--- src/rtl/lvic_defines.svh ---
// Offsets, field positions, reset values and timing counts for the input integrity checker.
// Assumes 32-bit APB with 8-bit byte addresses; every register is one aligned word.
`ifndef LVIC_DEFINES_SVH
`define LVIC_DEFINES_SVH

// ----------------------------------------------------------------
// Device register map
// ----------------------------------------------------------------
`define LVIC_TEST_CONTROL_OFFS 8'h00
`define LVIC_ERROR_LOCATION_OFFS 8'h04
`define LVIC_ALARM_STATUS_OFFS 8'h08
`define LVIC_ALARM_MASK_OFFS 8'h0c
`define LVIC_SYNC_SELECT_OFFS 8'h10
`define LVIC_FIRST_KEY_OFFS 8'h20
`define LVIC_KEY_BANK 3'h1
`define LVIC_KEY_RESET 16'h0000
`define LVIC_CTRL_PATTERN_BIT 0
`define LVIC_CTRL_WORD_PAR_BIT 1
`define LVIC_CTRL_BLOCK_PAR_BIT 2
`define LVIC_CTRL_ODD_BIT 3
`define LVIC_CTRL_SW_TX_BIT 4
`define LVIC_ALARM_PATTERN_BIT 7
`define LVIC_ALARM_RPAR_BIT 2
`define LVIC_ALARM_FPAR_BIT 1
`define LVIC_ALARM_BLOCK_BIT 0
`define LVIC_SYNCSEL_FRAME 5'h00

// ----------------------------------------------------------------
// Source register map
// ----------------------------------------------------------------
`define LVIC_SRC_CTRL_OFFS 8'h00
`define LVIC_SRC_STATUS_OFFS 8'h04
`define LVIC_SRC_RUN_BIT 0
`define LVIC_SRC_ODD_BIT 1
`define LVIC_SRC_INJECT_BIT 2

// ----------------------------------------------------------------
// Timing
// ----------------------------------------------------------------
`define LVIC_CLOCK_PERIOD_NS 10
`define LVIC_LINK_PERIOD_NS 160
`define LVIC_LINK_HALF_CYCLES (`LVIC_LINK_PERIOD_NS / `LVIC_CLOCK_PERIOD_NS / 2)

`endif

--- src/rtl/lvic_pkg.sv ---
// Types shared by both ends of the input integrity checker.
// Assumes nothing beyond the defines header.
package lvic_pkg;

	typedef struct packed {
		logic [20:0] sync1;
		logic [20:0] sync2;
		logic dclk_d;
		logic [4:0] ctrl;
		logic [15:0] loc;
		logic [7:0] status;
		logic [7:0] mask;
		logic [4:0] syncsel;
		logic [7:0][15:0] key;
		logic [2:0] idx;
		logic aligned;
		logic mk_prev;
		logic fr_prev;
		logic acc;
		logic closed;
		logic pend;
		logic started;
		logic [31:0] prdata;
		logic pready;
		logic pslverr;
		logic alarm;
		logic out_ena;
	} lvic_dev_st_t;

	typedef struct packed {
		logic [7:0] cnt;
		logic dclk;
		logic [15:0] data;
		logic parity;
		logic frame;
		logic sync;
		logic [2:0] ctrl;
		logic [7:0][15:0] key;
		logic [2:0] k;
		logic active;
		logic acc;
		logic last_par;
		logic [15:0] blocks;
		logic [31:0] prdata;
		logic pready;
		logic pslverr;
	} lvic_src_st_t;

endpackage

--- src/rtl/lvic_link_if.sv ---
// Link between the data source and the integrity checker.
// Assumes the source makes the link clock; the checker samples everything.
`timescale 1ns/100ps
interface lvic_link_if;
	logic dclk;
	logic [15:0] data;
	logic parity;
	logic frame;
	logic sync;
	modport dev(input dclk, input data, input parity, input frame, input sync);
	modport src(output dclk, output data, output parity, output frame, output sync);
endinterface

--- src/rtl/lvic_source.sv ---
// Sending end: derives the link clock and repeats the eight-word key with parity and markers.
// Assumes the checker samples the link with its own clock.
`timescale 1ns/100ps
`include "lvic_defines.svh"
module lvic_source
	import lvic_pkg::*;
#(
	parameter int HALF = `LVIC_LINK_HALF_CYCLES // System cycles per link clock half period.
)(
	input wire logic CLOCK, // System clock.
	input wire logic SYS_RST, // Synchronous reset, active high.
	input wire logic PSEL, // APB select.
	input wire logic PENABLE, // APB enable.
	input wire logic PWRITE, // APB direction.
	input wire logic [7:0] PADDR, // APB byte address.
	input wire logic [31:0] PWDATA, // APB write data.
	output logic [31:0] PRDATA, // APB read data.
	output logic PREADY, // APB ready.
	output logic PSLVERR, // APB error on unmapped address.
	lvic_link_if.src LINK // Link to the checker.
);

	localparam logic [7:0] HALF_C = 8'(HALF - 1);
	localparam logic [7:0] MID_C = 8'(HALF / 2 - 1);

	if (HALF < 4 || HALF > 255) begin : g_bad_half
		$error("HALF must lie between 4 and 255");
	end

	lvic_src_st_t s_r;
	lvic_src_st_t s_nxt;

	logic [15:0] w;
	logic hit;
	logic [31:0] rd;

	// ----------------------------------------------------------------
	// Next state
	// ----------------------------------------------------------------
	always_comb begin
		s_nxt = s_r;
		w = s_r.key[s_r.k];
		s_nxt.cnt = (s_r.cnt == HALF_C) ? 8'h00 : s_r.cnt + 8'h01;
		if (s_r.cnt == HALF_C) begin
			s_nxt.dclk = ~s_r.dclk;
		end
		// Words change mid-way between link edges so each edge meets settled data.
		if (s_r.cnt == MID_C) begin
			if (s_r.active | (s_r.ctrl[`LVIC_SRC_RUN_BIT] & ~s_r.dclk)) begin
				s_nxt.active = 1'b1;
				s_nxt.data = w ^ {15'h0000, s_r.ctrl[`LVIC_SRC_INJECT_BIT]};
				s_nxt.parity = (^w) ^ s_r.ctrl[`LVIC_SRC_ODD_BIT];
				s_nxt.sync = (s_r.k == 3'h0);
				s_nxt.frame = (s_r.k == 3'h0) | ((s_r.k == 3'h1) & s_r.last_par);
				if (s_r.k == 3'h0) begin
					s_nxt.last_par = s_r.acc;
					s_nxt.acc = ^w;
					s_nxt.blocks = s_r.blocks + 16'h0001;
				end else begin
					s_nxt.acc = s_r.acc ^ (^w);
				end
				s_nxt.k = s_r.k + 3'h1;
				if ((s_r.k == 3'h7) & ~s_r.ctrl[`LVIC_SRC_RUN_BIT]) begin
					s_nxt.active = 1'b0;
				end
			end
		end

		// ----------------------------------------------------------------
		// APB slave
		// ----------------------------------------------------------------
		hit = 1'b1;
		rd = 32'h0000_0000;
		case (PADDR)
			`LVIC_SRC_CTRL_OFFS: rd = {29'h00000000, s_r.ctrl};
			`LVIC_SRC_STATUS_OFFS: rd = {15'h0000, s_r.active, s_r.blocks};
			default: begin
				if ((PADDR[7:5] == `LVIC_KEY_BANK) && (PADDR[1:0] == 2'h0)) begin
					rd = {16'h0000, s_r.key[PADDR[4:2]]};
				end else begin
					hit = 1'b0;
				end
			end
		endcase
		s_nxt.pready = 1'b0;
		if (PSEL & ~PENABLE) begin
			s_nxt.pready = 1'b1;
			s_nxt.prdata = rd;
			s_nxt.pslverr = ~hit;
		end else if (PSEL & PENABLE & s_r.pready & PWRITE & hit) begin
			if (PADDR == `LVIC_SRC_CTRL_OFFS) begin
				s_nxt.ctrl = PWDATA[2:0];
			end else if (PADDR[7:5] == `LVIC_KEY_BANK) begin
				s_nxt.key[PADDR[4:2]] = PWDATA[15:0];
			end
		end
	end

	always_ff @(posedge CLOCK) begin
		if (SYS_RST) begin
			s_r <= '0;
		end else begin
			s_r <= s_nxt;
		end
	end

	assign PRDATA = s_r.prdata;
	assign PREADY = s_r.pready;
	assign PSLVERR = s_r.pslverr;
	assign LINK.dclk = s_r.dclk;
	assign LINK.data = s_r.data;
	assign LINK.parity = s_r.parity;
	assign LINK.frame = s_r.frame;
	assign LINK.sync = s_r.sync;

endmodule

--- src/flat_wrapper.sv ---
// flat-port wrapper written by rule: the top's interface ports become plain ports
module lvic_source_flat import lvic_pkg::*;
#(
	parameter int HALF = `LVIC_LINK_HALF_CYCLES                                             
)
  (CLOCK, SYS_RST, PSEL, PENABLE, PWRITE, PADDR, PWDATA, PRDATA, PREADY, PSLVERR, LINK_dclk, LINK_data, LINK_parity, LINK_frame, LINK_sync);
  lvic_link_if LINK_i ();
  input wire logic CLOCK;
  input wire logic SYS_RST;
  input wire logic PSEL;
  input wire logic PENABLE;
  input wire logic PWRITE;
  input wire logic [7:0] PADDR;
  input wire logic [31:0] PWDATA;
  output logic [31:0] PRDATA;
  output logic PREADY;
  output logic PSLVERR;
  output wire logic [$bits(LINK_i.dclk)-1:0] LINK_dclk;
  output wire logic [$bits(LINK_i.data)-1:0] LINK_data;
  output wire logic [$bits(LINK_i.parity)-1:0] LINK_parity;
  output wire logic [$bits(LINK_i.frame)-1:0] LINK_frame;
  output wire logic [$bits(LINK_i.sync)-1:0] LINK_sync;
  assign LINK_dclk = LINK_i.dclk;
  assign LINK_data = LINK_i.data;
  assign LINK_parity = LINK_i.parity;
  assign LINK_frame = LINK_i.frame;
  assign LINK_sync = LINK_i.sync;
  lvic_source #(.HALF(HALF)) u_core (.CLOCK(CLOCK), .SYS_RST(SYS_RST), .PSEL(PSEL), .PENABLE(PENABLE), .PWRITE(PWRITE), .PADDR(PADDR), .PWDATA(PWDATA), .PRDATA(PRDATA), .PREADY(PREADY), .PSLVERR(PSLVERR), .LINK(LINK_i));
endmodule
--- config.mk ---
export PLATFORM = sky130hd
export DESIGN_NAME = lvic_source_flat
export DESIGN_NICKNAME = d
export VERILOG_FILES = /design/src/rtl/lvic_pkg.sv /design/src/rtl/lvic_link_if.sv /design/src/rtl/lvic_source.sv /design/src/flat_wrapper.sv
export VERILOG_INCLUDE_DIRS = /design/src /design/src/rtl
export SDC_FILE = /design/constraint.sdc
export NUM_CORES = 1
export LEC_CHECK = 0
export BUFFER_PORTS_ARGS = -buffer_cell sky130_fd_sc_hd__buf_2
export CORE_MARGIN = 2
export CORE_UTILIZATION = 50
export DETAILED_ROUTE_END_ITERATION = 10
export GPL_TIMING_DRIVEN = 1
export PLACE_DENSITY_LB_ADDON = 0.12
export SYNTH_ARGS = -nofsm -noshare
export SYNTH_HDL_FRONTEND = slang
export SYNTH_SLANG_ARGS = --single-unit
--- constraint.sdc ---
create_clock -name CLOCK -period 2.6 [get_ports CLOCK]
set_input_delay 0 -clock CLOCK [delete_from_list [all_inputs] [get_ports CLOCK]]
set_output_delay 0 -clock CLOCK [all_outputs]
set_load 0.02 [all_outputs]
==> metrics.txt <==
# TYPE chip_impl_metric gauge
chip_impl_metric{name="drc_errors",unit=""} 0
chip_impl_metric{name="worst-path-max-fanout",unit=""} 5
chip_impl_metric{name="area.growth.synth_to_final",unit="%"} 17.6
chip_impl_info{name="hold_path_class",value="in2reg"} 1
chip_impl_metric{name="min_period",unit="ps"} 2620
chip_impl_metric{name="holdWs",unit="ps"} 68.9
chip_impl_info{name="ys_dominant_reg_cell",value="sky130_fd_sc_hd__dfxtp_1"} 1
chip_impl_metric{name="syn_inst",unit=""} 1072
chip_impl_metric{name="final_core_area_utilization",unit="%"} 60.0
chip_impl_metric{name="cts-buffers-inserted",unit=""} 17
chip_impl_metric{name="grt_start_max_net_pins",unit=""} 105
chip_impl_metric{name="deepest_clock_path_buffer_count",unit=""} 2
chip_impl_metric{name="nNetsFinal",unit=""} 1185
chip_impl_metric{name="slew_viol_final",unit=""} 0
chip_impl_metric{name="finalInstanceArea",unit="um^2"} 11700
chip_impl_info{name="violations_in_the_final_reports",value="negative setup slack"} 1
chip_impl_metric{name="final-seq-area",unit="um^2"} 4010
chip_impl_metric{name="timing_worst_slew_pin_value",unit="ps"} 813
chip_impl_info{name="timing.setup.critical_path_class",value="reg2reg"} 1
chip_impl_info{name="status",value="complete, but fails checks"} 1
chip_impl_metric{name="power_density",unit="nW/um^2"} 538
chip_impl_metric{name="total_vias_in_the_final_route",unit=""} 7773
chip_impl_info{name="cts_root_buffer",value="sky130_fd_sc_hd__clkbuf_16"} 1
chip_impl_metric{name="arr_time_crit_path",unit="ps"} 2940
chip_impl_metric{name="finalWeightedCongestion",unit=""} 0.842
chip_impl_metric{name="asyncSetResetFlopFracSynth",unit="%"} 0
chip_impl_metric{name="post_route_cells_drive_above_1_share",unit="%"} 23.8
chip_impl_metric{name="drt-total-wl",unit="um"} 25700
chip_impl_metric{name="clock_skew",unit="ps"} 8.10
chip_impl_info{name="timing.critical_path.slowest_stage_cell",value="sky130_fd_sc_hd__mux4_2"} 1
chip_impl_metric{name="htree_levels",unit=""} 4
chip_impl_metric{name="number_of_cell_rows",unit=""} 51
chip_impl_info{name="worstPathCellList",value="buf_12 > buf_8 > mux4_2 > a21oi_4 > xnor2_2 > xnor2_2 > xnor2_2 > xnor2_2 > buf_4 > and3_4 > o21ba_1"} 1
chip_impl_metric{name="cts_num_sinks",unit=""} 200
chip_impl_metric{name="grt_pass1_wl",unit="um"} 40400
chip_impl_metric{name="number_of_antenna_violations_at_the_first_check_in_global_routing",unit=""} 0
chip_impl_metric{name="netlist_area",unit="um^2"} 9960
chip_impl_metric{name="max-vdd-ir-drop",unit="mV"} 0.455
chip_impl_metric{name="place_area",unit="um^2"} 10600
chip_impl_info{name="leading_cell_types_by_total_area_after_synthesis",value="sky130_fd_sc_hd__dfxtp_1 40%, sky130_fd_sc_hd__mux2i_1 12%, sky130_fd_sc_hd__mux4_2 11%, sky130_fd_sc_hd__nand2_1 5.5%, sky130_fd_sc_hd__nor2_1 5.5%"} 1
chip_impl_metric{name="ant_nets",unit=""} 0
chip_impl_metric{name="dp_cells",unit=""} 1351
chip_impl_metric{name="synthDominantCellAreaShare",unit="%"} 40.2
chip_impl_metric{name="r2r_setup_slack",unit="ps"} -20
chip_impl_info{name="timing.critical_path.to_type",value="register"} 1
chip_impl_info{name="count_leader_synth",value="sky130_fd_sc_hd__dfxtp_1"} 1
chip_impl_metric{name="area_of_the_multi_input_gates",unit="um^2"} 5390
chip_impl_metric{name="antenna_cells",unit=""} 0
chip_impl_metric{name="synth_edf_count",unit=""} 0
chip_impl_info{name="tritoncts",value="done"} 1
chip_impl_metric{name="grt_overflow",unit=""} 0
chip_impl_metric{name="final_cells",unit=""} 1409
chip_impl_info{name="setup.worst_path.start_class",value="register"} 1
chip_impl_info{name="netlist.top_cell.by_area",value="sky130_fd_sc_hd__dfxtp_1"} 1
chip_impl_info{name="rsz0062_at_grt",value="yes"} 1
chip_impl_metric{name="ys_seq_elements",unit=""} 200
chip_impl_metric{name="yosysSeqAreaShare",unit="%"} 40.2
chip_impl_metric{name="die_w",unit="um"} 145
chip_impl_metric{name="placeableCoreArea",unit="um^2"} 19500
chip_impl_metric{name="timing.final.setup_violations",unit=""} 1
chip_impl_info{name="timing.critical_path.max_delay_family",value="XOR/XNOR gates"} 1
chip_impl_metric{name="worstSkewPairLatency",unit="ps"} 440
chip_impl_metric{name="p_leak",unit="nW"} 4.41
chip_impl_metric{name="power.total",unit="mW"} 6.31
chip_impl_metric{name="filler_cell_count",unit=""} 1772
chip_impl_metric{name="initialDrtViolationCount",unit=""} 546
chip_impl_info{name="cpMostUsedCell",value="sky130_fd_sc_hd__xnor2_2"} 1
chip_impl_metric{name="io_buffer_count",unit=""} 67
chip_impl_info{name="synth_common_cells",value="200 x sky130_fd_sc_hd__dfxtp_1, 146 x sky130_fd_sc_hd__nand2_1, 145 x sky130_fd_sc_hd__nor2_1"} 1
chip_impl_metric{name="avg_synthesized_cell_area",unit="um^2"} 9.29
chip_impl_metric{name="worst_setup_hold_path_clk_slew",unit="ps"} 70
chip_impl_metric{name="finalSetupTns",unit="ps"} -17.5
chip_impl_metric{name="maximum_single_stage_delay_on_the_critical_path",unit="ps"} 520
chip_impl_metric{name="finalHoldViolCount",unit=""} 0
chip_impl_metric{name="max_slew_margin",unit="%"} 45.8
chip_impl_metric{name="required",unit="ps"} 2930
chip_impl_metric{name="ios",unit=""} 99
chip_impl_metric{name="post-dp-hpwl",unit="um"} 17700
chip_impl_metric{name="combined_buffer_and_inverter_count_along_the_critical_path",unit=""} 3
chip_impl_metric{name="smallest_setup_slack_after_layout",unit="ps"} -17.5
chip_impl_metric{name="avgRoutedWirePerCell",unit="um"} 18.2
chip_impl_metric{name="dieHeight",unit="um"} 145
chip_impl_metric{name="synth.distinct_cells",unit=""} 47
chip_impl_metric{name="dieArea",unit="um^2"} 21100
chip_impl_metric{name="number_of_global_route_vias_before_repair",unit=""} 7147
chip_impl_metric{name="layout_worst_path_cycle_share",unit="%"} 101
chip_impl_metric{name="post_drt_via_cell_ratio",unit=""} 5.52
chip_impl_metric{name="count_of_max_cap_constraint_violations",unit=""} 0
chip_impl_metric{name="fmax",unit="GHz"} 0.382
chip_impl_metric{name="grt_use_total",unit="%"} 24.5
chip_impl_metric{name="start_util",unit="%"} 51.0
chip_impl_metric{name="pre_cts_slack",unit="ps"} -161
chip_impl_metric{name="drt_pass_1_iters",unit=""} 5
chip_impl_metric{name="yosys_warnings",unit=""} 0
path summary, 6_finish.rpt:
kind / cells past startpoint / start / end
setup / recovery: 11 / u_core.s_r[53] / u_core.s_r[51]
hold / removal: 2 / SYS_RST / u_core.s_r[41]
setup reg to reg: 11 / u_core.s_r[53] / u_core.s_r[51]
hold reg to reg: 1 / u_core.s_r[207] / u_core.s_r[207]
area by class of cell:
| cell class | instances | area share [%] |
|---|---|---|
| clock buffers | 19 | 3.78 |
| clock inverters | 10 | 1.67 |
| inverters | 7 | 0.224 |
| multi-input cells | 736 | 46.0 |
| flip-flops and latches | 200 | 34.2 |
| well taps | 265 | 2.83 |
| repair buffers | 172 | 11.3 |
sequential cells by signal, indices dropped and copies added, names as in the netlist:
| signal | flops |
|---|---|
| u_core.LINK.dclk | 1 |
| u_core.PRDATA | 17 |
| u_core.s_r | 161 |
| u_core.PREADY | 1 |
| u_core.PSLVERR | 1 |
| u_core.LINK.parity | 1 |
| u_core.LINK.sync | 1 |
| u_core.LINK.frame | 1 |
| u_core.LINK.data | 16 |
report_power, final:
part	internal (mW)	switching (mW)
logic	0.107	0.209
registers	3.08	0.00933
clock network	1.73	1.17
cells in the final DEF (no fill, tap or decap), types with 9 or more instances in the layout:
master	synthesis	final
sky130_fd_sc_hd__buf_2	11	66
sky130_fd_sc_hd__nand2_1	146	146
sky130_fd_sc_hd__nor3_1	19	18
sky130_fd_sc_hd__mux2i_1	118	114
sky130_fd_sc_hd__dlygate4sd3_1	0	18
sky130_fd_sc_hd__clkbuf_16	0	17
sky130_fd_sc_hd__xnor2_1	19	12
sky130_fd_sc_hd__a21oi_1	78	75
sky130_fd_sc_hd__xor2_1	14	13
sky130_fd_sc_hd__nor2_1	145	144
sky130_fd_sc_hd__xnor2_2	2	9
sky130_fd_sc_hd__nand3_1	13	13
sky130_fd_sc_hd__a211oi_1	28	28
sky130_fd_sc_hd__mux4_2	47	48
sky130_fd_sc_hd__dfxtp_1	200	199
sky130_fd_sc_hd__a21oi_4	0	9
sky130_fd_sc_hd__o22ai_1	16	13
sky130_fd_sc_hd__buf_4	50	73
sky130_fd_sc_hd__conb_1	1	15
per-layer routing:
layer  GRT usage, %  vias up  wire, um
li1               -     3761         -
met1           34.7     3731     12000
met2           39.0      249     11800
met3           3.05       32      1460
met4           7.89        0       459
met5              0        -         0
repair_timing:
action,in CTS,in global routing
gates resized for setup,14,27
hold endpoints to repair,132,0
hold buffers,18,0
buffers inserted,2,8
pin swaps,13,15
gates cloned,1,0
setup endpoints to repair,2,5
logic make-up (layout without fill, tap and decap cells):
kind of cell             count (synthesis)  after routing  synth area share [%]
multiplexers                           166            166                  22.7
XOR/XNOR                                35             35                  3.23
flip-flops                             200            200                  40.2
AND/OR/NAND/NOR                        364            364                  15.3
buffers and inverters                  150            208                  8.21
AO/OA/AOI/OAI                          150            150                  9.57
other                                    1             15                0.0376
adder cells (fa/ha/maj)                  6              6                 0.753
Note: power is estimated with default switching activity, not from simulation.
